==> src/hw/smt_pkg.sv <==
// Package: register map, field layout and lookup functions of the signal monitor block
package smt_pkg;

	localparam logic [7:0] SMT_ADDR_MON  = 8'h30;
	localparam logic [7:0] SMT_ADDR_TO   = 8'h31;
	localparam logic [7:0] SMT_ADDR_THL  = 8'h32;
	localparam logic [7:0] SMT_ADDR_THH  = 8'h33;
	localparam logic [7:0] SMT_ADDR_TCK  = 8'h34;

	// Writable bits per register; the rest are reserved and read zero
	localparam logic [7:0] SMT_MASK_MON  = 8'h7f;
	localparam logic [7:0] SMT_MASK_TO   = 8'hff;
	localparam logic [7:0] SMT_MASK_TCK  = 8'h7f;

	localparam logic [7:0] SMT_RST_REG   = 8'h00;

	localparam int SMT_MON_ACC_BIT   = 0;
	localparam int SMT_MON_SEL_LSB   = 1;
	localparam int SMT_TO_CNT_LSB    = 0;
	localparam int SMT_TO_PRE_LSB    = 6;
	localparam int SMT_TCK_SGL_LSB   = 0;
	localparam int SMT_TCK_SUM_LSB   = 2;
	localparam int SMT_TCK_OBS_LSB   = 5;

	localparam int SMT_NMON          = 6;
	localparam int SMT_ERR_W         = 10;
	localparam int SMT_BITS_PER_STEP = 8;

	typedef struct packed {
		logic       wr;
		logic       rd;
		logic [7:0] addr;
		logic [7:0] wdata;
	} smt_reg_req_s;

	typedef struct packed {
		logic                        valid;
		logic signed [SMT_ERR_W-1:0] err;
	} smt_interval_s;

	typedef struct packed {
		logic [1:0] obs;
		logic [2:0] sum;
		logic [1:0] sgl;
	} smt_tck_cfg_s;

	// Bit periods per timeout unit
	function automatic logic [6:0] smt_presc_len(input logic [1:0] code);
		case (code)
			2'h0:    smt_presc_len = 7'h02;
			2'h1:    smt_presc_len = 7'h04;
			2'h2:    smt_presc_len = 7'h10;
			default: smt_presc_len = 7'h40;
		endcase
	endfunction

	// Summed error limit per 8 bits, in chip time / 128
	function automatic logic [7:0] smt_sum_limit(input logic [2:0] code);
		case (code)
			3'h0:    smt_sum_limit = 8'h10;
			3'h1:    smt_sum_limit = 8'h18;
			3'h2:    smt_sum_limit = 8'h20;
			3'h3:    smt_sum_limit = 8'h30;
			3'h4:    smt_sum_limit = 8'h40;
			3'h5:    smt_sum_limit = 8'h60;
			3'h6:    smt_sum_limit = 8'h80;
			default: smt_sum_limit = 8'hc0;
		endcase
	endfunction

	// Per-interval error limit, in chip time / 128
	function automatic logic [5:0] smt_single_limit(input logic [1:0] code);
		case (code)
			2'h0:    smt_single_limit = 6'h10;
			2'h1:    smt_single_limit = 6'h18;
			2'h2:    smt_single_limit = 6'h20;
			default: smt_single_limit = 6'h30;
		endcase
	endfunction

endpackage

==> src/hw/smt_signal_monitor.sv <==
// Register bank and control logic for data-reception signal monitoring and wakeup timeout
`timescale 1ns/10ps
`default_nettype none

// Contract
// - Bits 6..1 of monitor control select which monitors run during data reception.
// - An enabled monitor failure during data reception raises the end-of-frame flag.
// - Accumulate bit set collects monitor errors over the whole reception.
// - Error accumulator clears at reception start and on status sampling.
// - Wakeup timeout equals count times prescaled unit for counts 1 to 63.
// - Count zero disables the wakeup timeout; it never expires.
// - Prescaler codes give unit of 2, 4, 16 or 64 bit periods.
// - Low threshold register holds captured threshold LSBs, readable by software.
// - Threshold registers accept writes to restore a saved value.
// - Captured initial threshold stays separate from the applied slicer threshold.
// - High threshold register holds captured threshold MSBs.
// - Observation length codes give 8, 16, 24 or 32 observed bits.
// - Summed error limit per 8 bits is 16..192 chip/128 by code.
// - Single-chip check accepts an interval only if its error is below limit.
// - Single-chip limit codes give 16, 24, 32 or 48 chip/128.
// - Monitor bits 6..1: chip timeout, timing, coding, baud, level, modulation.
// - Optimistic mode: timeout expiry fails the search unless all monitors passed.
// - Preamble-timeout enable makes the same timeout bound preamble detection.
module smt_signal_monitor
	import smt_pkg::*;
#(
	parameter int THRESH_W = 16
) (
	input  wire logic                    mclk_i,
	input  wire logic                    arst_n_i,
	input  wire logic                    ce_i,
	input  wire smt_reg_req_s            reg_req_i,
	output logic [7:0]                   reg_rdata_o,
	output logic                         reg_rvalid_o,
	input  wire logic                    rx_active_i,
	input  wire logic                    rx_start_i,
	input  wire logic                    status_sample_i,
	input  wire logic [SMT_NMON-1:0]     mon_fail_i,
	output logic                         eof_flag_o,
	output logic [SMT_NMON-1:0]          mon_err_o,
	output logic [SMT_NMON-1:0]          mon_run_o,
	input  wire logic                    bit_tick_i,
	input  wire logic                    search_start_i,
	input  wire logic                    search_active_i,
	input  wire logic                    preamble_start_i,
	input  wire logic                    preamble_active_i,
	input  wire logic                    preamble_timeout_enable_i,
	input  wire logic                    wakeup_search_policy_i,
	input  wire logic                    all_pass_i,
	output logic                         timeout_o,
	output logic                         search_fail_o,
	input  wire logic                    thresh_capture_i,
	input  wire logic [THRESH_W-1:0]     thresh_capture_val_i,
	output logic [THRESH_W-1:0]          init_thresh_o,
	input  wire smt_interval_s           interval_i,
	output logic                         chip_ok_o,
	output logic                         chip_bad_o,
	output logic                         baud_done_o,
	output logic                         baud_ok_o
);

	initial begin
		if (THRESH_W <= 8 || THRESH_W > 16) begin
			$error("smt_signal_monitor: THRESH_W must be 9..16");
		end
		if (SMT_MON_SEL_LSB + SMT_NMON > 8 || SMT_TCK_OBS_LSB + 2 > 8) begin
			$error("smt_signal_monitor: field layout does not fit the 8-bit registers");
		end
	end

	typedef struct packed {
		logic [7:0]          mon_ctrl;
		logic [7:0]          to_ctrl;
		logic [7:0]          thl;
		logic [7:0]          thh;
		logic [7:0]          tck_ctrl;
		logic [7:0]          rdata;
		logic                rvalid;
		logic                eof;
		logic [SMT_NMON-1:0] err_bits;
		logic [5:0]          presc_cnt;
		logic [5:0]          unit_cnt;
		logic                expired;
		logic                timeout;
		logic                search_fail;
	} smt_state_s;

	smt_state_s st;
	smt_state_s next_st;

	logic [SMT_NMON-1:0] mon_sel;
	logic                accumulate;
	logic [SMT_NMON-1:0] hit;
	logic [5:0]          to_count;
	logic [6:0]          presc_len;
	logic                to_run;
	logic [6:0]          presc_inc;
	logic [6:0]          unit_inc;
	logic [15:0]         thresh_full;
	smt_tck_cfg_s        tck_cfg;
	logic [4:0]          sel;

	// One-hot select of the addressed register; write and read paths share it
	// so the two decoders cannot drift apart
	function automatic logic [4:0] reg_sel(input logic [7:0] addr);
		if (addr == SMT_ADDR_MON) begin
			reg_sel = 5'h01;
		end else if (addr == SMT_ADDR_TO) begin
			reg_sel = 5'h02;
		end else if (addr == SMT_ADDR_THL) begin
			reg_sel = 5'h04;
		end else if (addr == SMT_ADDR_THH) begin
			reg_sel = 5'h08;
		end else if (addr == SMT_ADDR_TCK) begin
			reg_sel = 5'h10;
		end else begin
			reg_sel = 5'h00;
		end
	endfunction

	// Field extraction from the stored registers
	always_comb begin
		mon_sel    = st.mon_ctrl[SMT_MON_SEL_LSB +: SMT_NMON];
		accumulate = st.mon_ctrl[SMT_MON_ACC_BIT];
		to_count   = st.to_ctrl[SMT_TO_CNT_LSB +: 6];
		presc_len  = smt_presc_len(st.to_ctrl[SMT_TO_PRE_LSB +: 2]);
		tck_cfg.obs = st.tck_ctrl[SMT_TCK_OBS_LSB +: 2];
		tck_cfg.sum = st.tck_ctrl[SMT_TCK_SUM_LSB +: 3];
		tck_cfg.sgl = st.tck_ctrl[SMT_TCK_SGL_LSB +: 2];
		// Monitor index 0 is enable bit 1 (modulation amplitude), index 5 is bit 6
		hit        = mon_fail_i & mon_sel & {SMT_NMON{rx_active_i}};
		// Preamble detection shares the wakeup timer only when enabled
		to_run     = search_active_i | (preamble_active_i & preamble_timeout_enable_i);
		presc_inc  = {1'b0, st.presc_cnt} + 7'h01;
		unit_inc   = {1'b0, st.unit_cnt} + 7'h01;
		thresh_full = 16'(thresh_capture_val_i);
		sel         = reg_sel(reg_req_i.addr);
	end

	always_comb begin
		next_st             = st;
		next_st.rvalid      = 1'b0;
		next_st.timeout     = 1'b0;
		next_st.search_fail = 1'b0;

		// Register writes; reserved bits are masked off
		if (reg_req_i.wr) begin
			if (sel[0]) begin
				next_st.mon_ctrl = reg_req_i.wdata & SMT_MASK_MON;
			end else if (sel[1]) begin
				next_st.to_ctrl = reg_req_i.wdata & SMT_MASK_TO;
			end else if (sel[2]) begin
				next_st.thl = reg_req_i.wdata;
			end else if (sel[3]) begin
				next_st.thh = reg_req_i.wdata & 8'((16'h1 << (THRESH_W - 8)) - 16'h1);
			end else if (sel[4]) begin
				next_st.tck_ctrl = reg_req_i.wdata & SMT_MASK_TCK;
			end
		end

		// Hardware capture at slicer init wins over a same-cycle write
		if (thresh_capture_i) begin
			next_st.thl = thresh_full[7:0];
			next_st.thh = thresh_full[15:8];
		end

		// Reads return stored values one cycle later; unmapped reads give zero
		if (reg_req_i.rd) begin
			next_st.rvalid = 1'b1;
			if (sel[0]) begin
				next_st.rdata = st.mon_ctrl;
			end else if (sel[1]) begin
				next_st.rdata = st.to_ctrl;
			end else if (sel[2]) begin
				next_st.rdata = st.thl;
			end else if (sel[3]) begin
				next_st.rdata = st.thh;
			end else if (sel[4]) begin
				next_st.rdata = st.tck_ctrl;
			end else begin
				next_st.rdata = 8'h00;
			end
		end

		// Error indication: clears first, so an event in the same cycle survives
		if (rx_start_i || status_sample_i) begin
			next_st.err_bits = '0;
			next_st.eof      = 1'b0;
		end
		if (|hit) begin
			if (accumulate) begin
				next_st.err_bits = next_st.err_bits | hit;
			end else begin
				next_st.err_bits = hit;
			end
			next_st.eof = 1'b1;
		end

		// Wakeup search timeout: restart wins over counting
		if (search_start_i || preamble_start_i) begin
			next_st.presc_cnt = 6'h00;
			next_st.unit_cnt  = 6'h00;
			next_st.expired   = 1'b0;
		end else if (to_run && to_count != 6'h00 && !st.expired && bit_tick_i) begin
			if (presc_inc >= presc_len) begin
				next_st.presc_cnt = 6'h00;
				if (unit_inc >= {1'b0, to_count}) begin
					next_st.unit_cnt = 6'h00;
					next_st.expired  = 1'b1;
					next_st.timeout  = 1'b1;
					// Optimistic policy ends a search with FAIL unless all passed
					if (search_active_i && wakeup_search_policy_i && !all_pass_i) begin
						next_st.search_fail = 1'b1;
					end
				end else begin
					next_st.unit_cnt = unit_inc[5:0];
				end
			end else begin
				next_st.presc_cnt = presc_inc[5:0];
			end
		end
	end

	// Register state; clock enable low freezes everything
	always_ff @(posedge mclk_i or negedge arst_n_i) begin
		if (!arst_n_i) begin
			st          <= '0;
			st.mon_ctrl <= SMT_RST_REG;
			st.to_ctrl  <= SMT_RST_REG;
			st.thl      <= SMT_RST_REG;
			st.thh      <= SMT_RST_REG;
			st.tck_ctrl <= SMT_RST_REG;
		end else if (ce_i) begin
			st <= next_st;
		end
	end

	smt_timing_check #(
		.ERR_W (SMT_ERR_W)
	) smt_timing_check_i (
		.mclk_i      (mclk_i),
		.arst_n_i    (arst_n_i),
		.ce_i        (ce_i),
		.cfg_i       (tck_cfg),
		.rx_active_i (rx_active_i),
		.bit_tick_i  (bit_tick_i),
		.interval_i  (interval_i),
		.chip_ok_o   (chip_ok_o),
		.chip_bad_o  (chip_bad_o),
		.baud_done_o (baud_done_o),
		.baud_ok_o   (baud_ok_o)
	);

	// The captured value is only a starting point; the slicer's live threshold
	// is held elsewhere and never read back through these registers
	assign init_thresh_o = {st.thh[THRESH_W-9:0], st.thl};
	assign reg_rdata_o   = st.rdata;
	assign reg_rvalid_o  = st.rvalid;
	assign eof_flag_o    = st.eof;
	assign mon_err_o     = st.err_bits;
	assign mon_run_o     = mon_sel & {SMT_NMON{rx_active_i}} & {SMT_NMON{1'b1}};
	assign timeout_o     = st.timeout;
	assign search_fail_o = st.search_fail;

endmodule
`default_nettype wire

==> src/hw/smt_timing_check.sv <==
// Timing-check units: single-chip interval check and baud-rate summed-error check
`timescale 1ns/10ps
`default_nettype none
module smt_timing_check
	import smt_pkg::*;
#(
	parameter int ERR_W = SMT_ERR_W
) (
	input  wire logic          mclk_i,
	input  wire logic          arst_n_i,
	input  wire logic          ce_i,
	input  wire smt_tck_cfg_s  cfg_i,
	input  wire logic          rx_active_i,
	input  wire logic          bit_tick_i,
	input  wire smt_interval_s interval_i,
	output logic               chip_ok_o,
	output logic               chip_bad_o,
	output logic               baud_done_o,
	output logic               baud_ok_o
);

	initial begin
		if (ERR_W != SMT_ERR_W) $error("smt_timing_check: ERR_W must match carrier width");
	end

	typedef struct packed {
		logic [5:0]  bit_cnt;
		logic [11:0] sum;
		logic        chip_ok;
		logic        chip_bad;
		logic        baud_done;
		logic        baud_ok;
	} smt_tck_state_s;

	smt_tck_state_s st;
	smt_tck_state_s next_st;

	logic [ERR_W-1:0] mag;
	logic [12:0]      sum_ext;
	logic [5:0]       obs_bits;
	logic [9:0]       total_limit;

	always_comb begin
		mag         = interval_i.err[ERR_W-1] ? ERR_W'(-interval_i.err) : ERR_W'(interval_i.err);
		sum_ext     = {1'b0, st.sum} + 13'(mag);
		obs_bits    = 6'({4'h0, cfg_i.obs} + 6'h1) * 6'(SMT_BITS_PER_STEP);
		total_limit = 10'(smt_sum_limit(cfg_i.sum)) * 10'({1'b0, cfg_i.obs} + 3'h1);
		next_st           = st;
		next_st.chip_ok   = 1'b0;
		next_st.chip_bad  = 1'b0;
		next_st.baud_done = 1'b0;
		if (!rx_active_i) begin
			next_st.bit_cnt = 6'h00;
			next_st.sum     = 12'h000;
		end else begin
			if (interval_i.valid) begin
				// Strictly below the limit is accepted
				if (mag < ERR_W'(smt_single_limit(cfg_i.sgl))) begin
					next_st.chip_ok = 1'b1;
				end else begin
					next_st.chip_bad = 1'b1;
				end
				// Saturate rather than wrap so a long burst of errors cannot pass
				next_st.sum = sum_ext[12] ? 12'hfff : sum_ext[11:0];
			end
			if (bit_tick_i) begin
				if (st.bit_cnt + 6'h01 >= obs_bits) begin
					next_st.baud_done = 1'b1;
					next_st.baud_ok   = next_st.sum <= 12'(total_limit);
					next_st.bit_cnt   = 6'h00;
					next_st.sum       = 12'h000;
				end else begin
					next_st.bit_cnt = st.bit_cnt + 6'h01;
				end
			end
		end
	end

	always_ff @(posedge mclk_i or negedge arst_n_i) begin
		if (!arst_n_i) begin
			st <= '0;
		end else if (ce_i) begin
			st <= next_st;
		end
	end

	assign chip_ok_o   = st.chip_ok;
	assign chip_bad_o  = st.chip_bad;
	assign baud_done_o = st.baud_done;
	assign baud_ok_o   = st.baud_ok;

endmodule
`default_nettype wire

==> config.mk <==
export PLATFORM = sky130hd
export DESIGN_NAME = smt_signal_monitor
export DESIGN_NICKNAME = d
export VERILOG_FILES = /design/src/hw/smt_pkg.sv /design/src/hw/smt_signal_monitor.sv /design/src/hw/smt_timing_check.sv
export SDC_FILE = /design/constraint.sdc
export NUM_CORES = 1
export LEC_CHECK = 0
export BUFFER_PORTS_ARGS = -buffer_cell sky130_fd_sc_hd__buf_2
export CAP_MARGIN = 0
export CORE_ASPECT_RATIO = 0.8
export CORE_UTILIZATION = 37
export CTS_CLUSTER_SIZE = 20
export DETAILED_ROUTE_END_ITERATION = 12
export MAX_ROUTING_LAYER = met4
export PLACE_DENSITY_LB_ADDON = 0.1
export SLEW_MARGIN = 20
export SYNTH_ARGS = -nofsm -noshare
export SYNTH_HDL_FRONTEND = slang
export SYNTH_HIERARCHICAL = 1
export SYNTH_SLANG_ARGS = --single-unit
==> constraint.sdc <==
create_clock -name mclk_i -period 5.31 [get_ports mclk_i]
set_clock_uncertainty 0.15 [all_clocks]
set_input_delay 0 -clock mclk_i [delete_from_list [all_inputs] [get_ports mclk_i]]
set_output_delay 0 -clock mclk_i [all_outputs]
set_load 0.005 [all_outputs]
==> reports/metrics.csv, run 1 <==
metric;value;unit
clk slew on worst S/H paths;0.06;ns
Top Ports;110;
top post-synthesis cells by area;dfrtp_1, ha_1, nand2_1;
Post-Synthesis Net Count;811;
RSZ-0062 raised after global routing;no;
vias per inst;5.362;
clock sinks;91;
Area after DPL;6977;um^2
first-pass GRT wire length;28.43;mm
WL met3;1.004;mm
final WL;17.86;mm
vias in the first global route;5449;
DRC Markers;0;
Register-to-Register Path Depth;18;
Post-Layout Inst Area;7747;um^2
Post-synth ARST share;1.000;
P&R area growth vs syn;19.61;%
CTS H-Tree Depth;3;
pre-CTS setup slack;1.043;ns
Main synth FF type;dfrtp_1;
top cell type's share of synthesized area;0.3516;
starting density of the core;0.3852;
final hold vios;0;
via count;5571;
# fillers;1654;
hold crit path type;in -> reg;
worst setup path endpoint;smt_timing_check_i/baud_ok_o;
RePlAce Congestion;0.8887;
Antenna Violating Nets Remaining;0;
Crit path required time;5.42;ns
maximum clock path buffer count;2;
Post-CTS Hold Buffers;50;
Root Driver;clkbuf_16;
clk_lat worst skew;0.35;ns
port bufs;109;
core outline area;16820;um^2
die width;149.9;um
critical path class;reg -> reg;
Power Dens Cells;229.5;nW/um^2
worst setup path start;st[35];
final setup fails;0;
post-synth cell types;70;
endpoint type of the worst setup path;register;
Worst Tran Pin Value;0.9500;ns
Die Ht;120.3;um
PostCTS Resize Cnt;0;
Leakage;3.795;nW
CTS buffer count;9;
Seq/Total Area, Yosys;0.3516;
grt ovf;0;
Die ar.;18040;um^2
Post-CTS Setup Bufs;0;
std cell rows;42;
Final Util;0.4607;
WL per Instance;17.19;um
router iterations before antenna repair;5;
Total Routing Usage GR;0.2114;
initial antenna violation count;0;
Max Freq;0.2371;GHz
Yosys top cell by area;dfrtp_1;
crit start category;register;
Crit Path Max Fanout;12;
Tmin final;4.218;ns
wl on met1;9.046;mm
YS warnings;6;
Maximum Capacitance Violations;0;
Slew HR;0.3667;
CTS tree;done;
run status;finished, final reports clean;
CP Data Arrival Time;4.32;ns
Syn Std Cell Area;6477;um^2
Total Negative Setup Slacks;0;ns
initial DRC count;383;
post-synthesis register bit count;91;
Syn Inst Count;696;
metal2 WL;7.625;mm
Highest Signal Layer;met4;
R2R Setup Slk;1.09;ns
pin count of the biggest net entering global routing;74;
Pins Over Slew Limit;0;
EDFF count, synth;0;
synthesized area per cell;9.307;um^2
reg2reg start;st[35];
layout cells sized above 1;0.1990;
hpwl dp;13.25;mm
ANT cells;0;
Final Net Count;929;
period utilization;0.7943;
Final Worst Setup Slack;1.092;ns
terminus of the critical flop-to-flop path;smt_timing_check_i/baud_ok_o;
IR drop worst, VDD;0.0001453;V
[layout by cell type, fill, tap and decap left out, types with 17 or more instances in the layout]
cell / n
a21o_1: 17
a21oi_1: 36
buf_2: 108
dfrtp_1: 91
dlygate4sd3_1: 50
ha_1: 44
inv_1: 40
mux2i_1: 21
nand2_1: 78
nand3_1: 24
nor2_1: 29
o21ai_0: 46
xnor2_1: 19
[flip-flops by register name (all words and copies together), names as in the netlist]
name / flops
eof_flag_o: 1
smt_timing_check_i/baud_ok_o: 1
init_thresh_o: 16
st: 28
accumulate: 1
reg_rvalid_o: 1
reg_rdata_o: 8
smt_timing_check_i/st: 18
timeout_o: 1
mon_err_o: 6
search_fail_o: 1
smt_timing_check_i/chip_ok_o: 1
smt_timing_check_i/chip_bad_o: 1
smt_timing_check_i/baud_done_o: 1
mon_sel: 6
[per-layer routing]
layer,track usage,vias up
met4,0.04861,0
met2,0.3035,171
met1,0.3062,2658
met5,-,-
met3,0.03925,12
li1,-,2730
[stage by stage]
| stage | hold WS (ns) | total power, mW | std cells |
|---|---|---|---|
| 5_1_grt | 0.08555 | 1.886 | 1039 |
| 3_3_place_gp | -0.2476 | 1.160 | 973 |
| 4_1_cts | 0.03440 | 1.799 | 1039 |
| 3_5_place_dp | -0.2404 | 1.161 | 973 |
| 2_1_floorplan | -0.4456 | 1.037 | 696 |
| 6_report | 0.05558 | 1.778 | 1039 |
[worst max-delay path, stage by stage, from the launching register on]
cell      delay [ns]
dfrtp_1         0.49
nor3b_1         0.43
nand2_1         0.17
fa_1            0.50
inv_1           0.07
ha_1            0.18
inv_1           0.07
fa_1            0.41
inv_1           0.07
a21o_1          0.11
a21oi_1         0.07
xnor2_1         0.19
ha_1            0.29
a211oi_1        0.24
o21ai_0         0.12
o22ai_1         0.18
a21oi_1         0.06
o31a_1          0.11
o31ai_1         0.23
[how the worst min path moves through the flow]
stage                        from  slack [ns]                      endpoint  depth (start not counted)
finish              interval_i[0]        0.06  smt_timing_check_i/baud_ok_o                          4
global route        interval_i[0]        0.09  smt_timing_check_i/baud_ok_o                          4
CTS                 interval_i[0]        0.03  smt_timing_check_i/baud_ok_o                          4
detailed placement       arst_n_i       -0.24                  mon_err_o[5]                          1
global placement         arst_n_i       -0.25                  mon_err_o[0]                          1
floorplan                arst_n_i       -0.45                    accumulate                          0
[cells in the mapped netlist (all sizes together), types with 6 or more instances]
cell,n
a22oi,15
mux2,26
xor2,6
nor2,30
and3,8
o21ai,50
a21oi,38
a31oi,7
and2,12
buf,39
nand2,78
dfrtp,91
nand2b,7
a32o,8
a21o,17
nand3,24
clkbuf,15
ha,44
or3,6
inv,40
a211oi,11
xnor2,19
o31ai,13
mux2i,21
[cells by family (layout without fill, tap and decap cells)]
| family | count (synthesis) | after routing | synth area share |
|---|---|---|---|
| AOI/OAI and AO/OA | 196 | 196 | 0.2063 |
| xor gates and xnor gates | 25 | 25 | 0.03380 |
| adders and majority gates | 49 | 49 | 0.1004 |
| buffers and inverters | 94 | 217 | 0.07552 |
| DFF | 91 | 91 | 0.3516 |
| muxes | 47 | 47 | 0.08229 |
| and+or+nand+nor | 194 | 194 | 0.1501 |
[layout make-up]
class | count | area (um^2) | area share
tap | 220 | 275.3 | 0.03553
sequential | 91 | 2277 | 0.2939
clock inverter | 6 | 41.29 | 0.005329
multi-input combinational | 511 | 3711 | 0.4790
clock buffer | 10 | 229.0 | 0.02955
timing repair buffer | 161 | 1064 | 0.1373
inverter | 40 | 150.1 | 0.01938
[where the power goes]
group | internal [mW] | switching [mW] | total, mW
Sequential | 0.731 | 0.0392 | 0.770
Combinational | 0.182 | 0.228 | 0.410
Clock | 0.317 | 0.280 | 0.598
Total | 1.23 | 0.547 | 1.78
Note: power is estimated with default switching activity, not from simulation.
==> run 2, diff against run 1 <==
- ABC_AREA: unset -> 1
- clock period: 5.31 -> 3.5 ns (I/O delays scaled with it)
==> reports/metrics.csv, run 2 <==
metric;value;unit;change
run status;finished, final reports clean;;unchanged
Worst Tran Pin Value;0.6845;ns;was 0.9500 ns
Maximum Capacitance Violations;0;;unchanged
Main synth FF type;dfrtp_1;;unchanged
metal2 WL;7.207;mm;was 7.625 mm
final WL;19.15;mm;was 17.86 mm
multi-input logic area;3859;um^2;was 3711 um^2
Crit Path Max Fanout;3;;was 12
pin count of the biggest net entering global routing;52;;was 74
WL per Instance;14.51;um;was 17.19 um
Post-synth ARST share;1.000;;unchanged
RePlAce Congestion;0.8521;;was 0.8887
port bufs;109;;unchanged
CP Data Arrival Time;3.55;ns;was 4.32 ns
most flop-heavy register;st;;unchanged
synthesized area per cell;7.473;um^2;was 9.307 um^2
YS warnings;6;;unchanged
Die Ht;124.1;um;was 120.3 um
critical path class;reg -> reg;;unchanged
Die ar.;19180;um^2;was 18040 um^2
IR drop worst, VDD;0.0002018;V;was 0.0001453 V
top post-synthesis cells by area;dfrtp_1, nand2_1, ha_1;;was dfrtp_1, ha_1, nand2_1
Top Ports;110;;unchanged
maximum clock path buffer count;2;;unchanged
WL met3;751;um;was 1.004 mm
clk_lat worst skew;0.35;ns;about the same
Flop pwr share;0.400;;was 0.433
period utilization;0.9857;;was 0.7943
Total Routing Usage GR;0.2147;;was 0.2114
post-synth cell types;59;;was 70
Yosys top cell by area;dfrtp_1;;unchanged
Crit path required time;3.60;ns;was 5.42 ns
wl on met1;11.00;mm;was 9.046 mm
Comb power frac;0.255;;was 0.231
# fillers;1877;;was 1654
final hold vios;0;;unchanged
die width;154.6;um;was 149.9 um
final setup fails;0;;unchanged
max incr delay on CP;0.47;ns;was 0.50 ns
hold crit path type;in -> reg;;unchanged
post-synthesis register bit count;91;;unchanged
most common cell in the netlist;nand2_1;;was dfrtp_1
Hold EP;smt_timing_check_i/st[13];;was smt_timing_check_i/baud_ok_o
RSZ-0062 raised after global routing;yes;;was no
most common cell after layout, fill and taps aside;nand2_1;;was buf_2
endpoint type of the worst setup path;register;;unchanged
Pint;2.053;mW;was 1.231 mW
std cell rows;44;;was 42
Highest Signal Layer;met4;;unchanged
router iterations before antenna repair;5;;unchanged
EDFF count, synth;0;;unchanged
Final Net Count;1199;;was 929
Cells after DPL;1243;;was 973
Max Freq;0.2899;GHz;was 0.2371 GHz
Antenna Violating Nets Remaining;0;;unchanged
crit-path most repeated cell;nand2_1;;was inv_1
grt ovf;0;;unchanged
Post-Synthesis Net Count;1037;;was 811
Syn Inst Count;922;;was 696
Syn Std Cell Area;6890;um^2;was 6477 um^2
list of most frequent post-synthesis cells;nand2_1, inv_1, dfrtp_1, nor2_1;;was dfrtp_1, nand2_1, o21ai_0, ha_1, inv_1
FF/Latch Area;2278;um^2;was 2277 um^2
Pins Over Slew Limit;0;;unchanged
Seq/Total Area, Yosys;0.3305;;was 0.3516
layout cells sized above 1;0.2231;;was 0.1990
initial antenna violation count;0;;unchanged
DRC Markers;0;;unchanged
top cell type's share of synthesized area;0.3305;;was 0.3516
vias in the first global route;5737;;was 5449
Leakage;4.538;nW;was 3.795 nW
core outline area;18170;um^2;was 16820 um^2
Slew HR;0.5437;;was 0.3667
first-pass GRT wire length;30.82;mm;was 28.43 mm
Clock power frac;0.345;;was 0.336
clk slew on worst S/H paths;0.07;ns;was 0.06 ns
clock sinks;91;;unchanged
ANT cells;0;;unchanged
terminus of the critical flop-to-flop path;smt_timing_check_i/baud_ok_o;;unchanged
Overall Power;2.993;mW;was 1.778 mW
crit-path cells;ha_1 -> nand3_2 -> fa_1 -> inv_1 -> ha_2 -> inv_2 -> fa_2 -> xor2_1 -> ha_1 -> nand2_2 -> inv_2 -> nand3_2 -> o221a_4 -> o211ai_2 -> nand2_1 -> nand2_1 -> nand2_1;;was nor3b_1 -> nand2_1 -> fa_1 -> inv_1 -> ha_1 -> inv_1 -> fa_1 -> inv_1 -> a21o_1 -> a21oi_1 -> xnor2_1 -> ha_1 -> a211oi_1 -> o21ai_0 -> o22ai_1 -> a21oi_1 -> o31a_1 -> o31ai_1
Sw Pwr;0.9392;mW;was 0.5472 mW
vias per inst;4.798;;was 5.362
Hold Crit Depth;2;;was 4
Root Driver;clkbuf_16;;unchanged
Layout Cells excl Fill;1319;;was 1039
via count;6328;;was 5571
slowest CP cell;fa_1;;unchanged
CTS buffer count;9;;unchanged
Sw Share;0.3138;;was 0.3078
crit start category;register;;unchanged
initial DRC count;324;;was 383
P&R area growth vs syn;24.15;%;was 19.61%
min-delay src;ce_i;;was interval_i[0]
Tmin final;3.450;ns;was 4.218 ns
reg2reg start;st[37];;was st[35]
max reg flops;28;;unchanged
R2R Setup Slk;0.05;ns;was 1.09 ns
Register-to-Register Path Depth;17;;was 18
most frequent cells in the layout;nand2_1, inv_1, buf_2;;was buf_2, dfrtp_1, nand2_1
CTS tree;done;;unchanged
hpwl dp;14.70;mm;was 13.25 mm
starting density of the core;0.3793;;was 0.3852
CTS H-Tree Depth;3;;unchanged
Power Dens Cells;349.8;nW/um^2;was 229.5 nW/um^2
[run 2: cell count changes in the layout (fill, tap and decap cells not counted), sizes merged, moves of 11 or more]
cell   previous run  this run
a22oi            15         1
inv              41       134
o31ai            13         0
a21o             17         1
mux2i            21         1
nor2             30        79
nand2            78       273
mux2             26         0
buf             111       131
nand4             3        22
nand3            24        56
xor2              6        17
and2             12         1
[run 2: kinds of logic (layout without fill, tap and decap cells)]
logic type                 count (synthesis)  count (layout)  share of synthesized area
xor gates and xnor gates                  27              27                    0.03541
DFF                                       91              91                     0.3305
adders and majority gates                 49              49                    0.09443
muxes                                      1               1                   0.001453
AOI/OAI and AO/OA                        125             125                     0.1135
buffers and inverters                    176             343                     0.1162
and+or+nand+nor                          453             453                     0.3085
[run 2: repair_timing]
item                                    CTS  global route
hold buffers                             59             0
pin swaps                                 0             3
endpoints found under the setup margin    1             1
resized for setup                         2            14
hold endpoints to repair                110             0
setup buffers                             0             1
[run 2: routing by layer]
| layer | global-route usage | vias to the layer above |
|---|---|---|
| met4 | 0.04641 | 0 |
| li1 | - | 3257 |
| met2 | 0.2786 | 146 |
| met1 | 0.3360 | 2913 |
| met3 | 0.03723 | 12 |
| met5 | - | - |
[run 2: through the flow]
step / utilization / worst slack (ns) / TNS, ns / hold WS, ns / instance area, um^2
6_report: 0.4709 / 0.05014 / 0 / 0.006854 / 8554
5_1_grt: 0.4709 / -0.1315 / -0.1315 / 0.02693 / 8554
4_1_cts: 0.4683 / 0.008812 / 0 / 0.004998 / 8507
3_5_place_dp: 0.4185 / -0.006676 / -0.006676 / -0.06382 / 7602
3_3_place_gp: 0.4185 / 0.05496 / 0 / -0.06129 / 7602
2_1_floorplan: - / 0.1040 / 0 / -0.4456 / 6890
[run 2: how the worst max path moves through the flow]
stage	start	to	slack (ns)
finish	st[37]	smt_timing_check_i/baud_ok_o	0.05
global route	st[35]	smt_timing_check_i/baud_ok_o	-0.13
CTS	st[35]	smt_timing_check_i/baud_ok_o	0.009
detailed placement	st[35]	smt_timing_check_i/baud_ok_o	-0.007
global placement	st[35]	smt_timing_check_i/baud_ok_o	0.05
floorplan	st[35]	smt_timing_check_i/baud_ok_o	0.10
[run 2: layout make-up]
cell class                      instances  share of cell area
Multi-Input combinational cell        655              0.4511
Clock inverter                          3            0.005412
Tap cell                              230             0.03364
Timing Repair Buffer                  190              0.1524
Clock buffer                           13             0.03042
Sequential cell                        91              0.2663
Inverter                              137             0.06070
[run 2: power groups by stage]
stage | clock, mW | combinational [mW] | sequential [mW]
2_1_floorplan | 0 | 0.487 | 1.19
3_3_place_gp | 0 | 0.684 | 1.22
6_report | 1.03 | 0.764 | 1.20
4_1_cts | 1.06 | 0.748 | 1.19
3_5_place_dp | 0 | 0.684 | 1.21
5_1_grt | 1.10 | 0.866 | 1.21
[run 2: critical path: cells and delay by family (launching register included)]
kind / cells / cell delay, ns
flops: 1 / 0.42
xor+xnor: 1 / 0.15
simple gates: 6 / 0.44
fa+ha+maj: 5 / 1.64
buf+inv: 3 / 0.16
compound gates: 2 / 0.37
==> run 3, diff against run 2 <==
- CORE_UTILIZATION: 37 -> 45
==> reports/metrics.csv, run 3 (synthesis gave the netlist of run 2 again) <==
metric;value;unit;change
met3 Usage GRT;0.04608;;was 0.03723
Die Ht;112.7;um;was 124.1 um
final WL;18.45;mm;was 19.15 mm
Max Freq;0.2864;GHz;was 0.2899 GHz
maximum clock path buffer count;2;;unchanged
# fillers;1414;;was 1877
P&R area growth vs syn;25.02;%;was 24.15%
initial DRC count;349;;was 324
starting density of the core;0.4605;;was 0.3793
endpoint type of the worst setup path;register;;unchanged
Root Driver;clkbuf_16;;unchanged
first-pass GRT wire length;29.94;mm;was 30.82 mm
final hold vios;0;;unchanged
pin count of the biggest net entering global routing;37;;was 52
Final Net Count;1206;;was 1199
pre-CTS setup slack;-0.002713;ns;was -0.006676 ns
max reg flops;28;;unchanged
slowest CP cell;fa_1;;unchanged
CTS buffer count;9;;unchanged
Total Routing Usage GR;0.2508;;was 0.2147
Total Negative Setup Slacks;0;ns;unchanged
Maximum Capacitance Violations;0;;unchanged
most common cell after layout, fill and taps aside;nand2_1;;unchanged
via count;6299;;was 6328
DRC Markers;0;;unchanged
CP Data Arrival Time;3.58;ns;was 3.55 ns
max incr delay on CP;0.47;ns;about the same
Tmin final;3.492;ns;was 3.450 ns
initial antenna violation count;0;;unchanged
IR drop worst, VDD;0.0003126;V;was 0.0002018 V
RSZ-0062 raised after global routing;yes;;unchanged
crit-path cells;buf_4 -> buf_4 -> inv_1 -> nand3_2 -> fa_1 -> inv_1 -> ha_2 -> inv_2 -> fa_2 -> xor2_1 -> ha_1 -> nand2_2 -> inv_2 -> nand3_2 -> o221a_4 -> o211ai_2 -> nand2_1 -> nand2_1 -> nand2_1;;was ha_1 -> nand3_2 -> fa_1 -> inv_1 -> ha_2 -> inv_2 -> fa_2 -> xor2_1 -> ha_1 -> nand2_2 -> inv_2 -> nand3_2 -> o221a_4 -> o211ai_2 -> nand2_1 -> nand2_1 -> nand2_1
Power Dens Cells;351.3;nW/um^2;was 349.8 nW/um^2
Buf/Inv on CP;6;;was 3
Final Worst Setup Slack;0.008261;ns;was 0.05014 ns
Overall Power;3.027;mW;was 2.993 mW
clk_lat worst skew;0.35;ns;about the same
Worst Tran Pin Value;0.5626;ns;was 0.6845 ns
Leakage;4.587;nW;was 4.538 nW
hold crit path type;in -> async;;was in -> reg
CTS H-Tree Depth;3;;unchanged
M2 GR Usage;0.3333;;was 0.2786
Crit path required time;3.59;ns;was 3.60 ns
Crit Path Max Fanout;4;;was 3
die width;140.3;um;was 154.6 um
clock sinks;91;;unchanged
layout cells sized above 1;0.2283;;was 0.2231
Die ar.;15810;um^2;was 19180 um^2
Pins Over Slew Limit;0;;unchanged
vias in the first global route;5853;;was 5737
final setup fails;0;;unchanged
grt ovf;0;;unchanged
hpwl dp;14.12;mm;was 14.70 mm
std cell rows;40;;was 44
most flop-heavy register;st;;unchanged
crit start category;register;;unchanged
CTS tree;done;;unchanged
core outline area;14960;um^2;was 18170 um^2
clk slew on worst S/H paths;0.06;ns;was 0.07 ns
vias per inst;4.906;;was 4.798
run status;finished, final reports clean;;unchanged
WL per Instance;14.37;um;was 14.51 um
Antenna Violating Nets Remaining;0;;unchanged
multi-input logic area;3896;um^2;was 3859 um^2
port bufs;109;;unchanged
critical path's top delay family;adder cells;;unchanged
router iterations before antenna repair;5;;unchanged
FF/Latch Area;2277;um^2;was 2278 um^2
ANT cells;0;;unchanged
critical path class;reg -> reg;;unchanged
period utilization;0.9976;;was 0.9857
RePlAce Congestion;0.8645;;was 0.8521
Top Ports;110;;unchanged
Slew HR;0.6226;;was 0.5437
Hold Slack;0.006771;ns;was 0.006854 ns
crit-path most repeated cell;nand2_1;;unchanged
most frequent cells in the layout;nand2_1, inv_1, buf_2;;unchanged
GR met1 Demand/Resource;0.3907;;was 0.3360
GRT busiest layer;met1;;unchanged
==> run 3: changes by cell type in the layout (fill, tap and decap cells not counted), sizes merged <==
cell and change:
clkinvlp +1, clkinv -1, clkbuf -2, bufinv +1, dlygate4sd3 +3, buf +4
==> run 3: timing repair <==
| item | CTS | global route |
|---|---|---|
| endpoints found under the setup margin | 1 | 1 |
| setup buffers | 1 | 3 |
| hold buffers | 62 | 0 |
| hold endpoints to repair | 152 | 0 |
| resized for setup | 2 | 18 |
| pin swaps | 0 | 9 |
==> run 3: worst paths after layout <==
check                                         startpoint  cells after the start                             to  slack (ns)
max                                               st[35]                     19   smt_timing_check_i/baud_ok_o       0.008
min                                             arst_n_i                      2                      timeout_o       0.007
max reg2reg                                       st[35]                     19   smt_timing_check_i/baud_ok_o       0.008
min reg2reg                smt_timing_check_i/chip_bad_o                      2  smt_timing_check_i/chip_bad_o        0.33
max in group asynchronous                       arst_n_i                      3                         st[35]        2.42
min in group mclk_i                        reg_req_i[16]                      3                   reg_rvalid_o        0.02
==> run 3: worst reg2reg max path, delay by kind of cell (launching register included) <==
| family | cells | cell delay (ns) |
|---|---|---|
| flops | 1 | 0.43 |
| fa+ha+maj | 4 | 1.32 |
| buf+inv | 6 | 0.56 |
| compound gates | 2 | 0.40 |
| simple gates | 6 | 0.39 |
| xor+xnor | 1 | 0.15 |
==> run 3: cell type report <==
cell class              count  area share
multi-input cells         655      0.4523
flip-flops and latches     91      0.2643
repair buffers            197      0.1588
inverters                 137     0.06028
clock buffers              11     0.02818
well taps                 189     0.02745
clock inverters             4    0.008715
==> run 3: routing by layer <==
metal	share of wire	vias to the layer above
li1	-	3266
met5	0	-
met1	0.55	2831
met2	0.38	190
met4	0.0087	0
met3	0.057	12
==> run 3: metrics by stage <==
stage / utilization / instance area [um^2] / cells
after floorplan: - / 6890 / 922
after global placement: 0.5051 / 7559 / 1203
after detailed placement: 0.5051 / 7559 / 1203
after CTS: 0.5688 / 8512 / 1281
after global routing: 0.5757 / 8615 / 1284
final: 0.5757 / 8615 / 1284
==> run 3: power by group <==
| group | total, mW | internal [mW] | switching, mW |
|---|---|---|---|
| clock | 1.05 | 0.641 | 0.411 |
| combinational | 0.777 | 0.346 | 0.431 |
| sequential | 1.20 | 1.12 | 0.0734 |
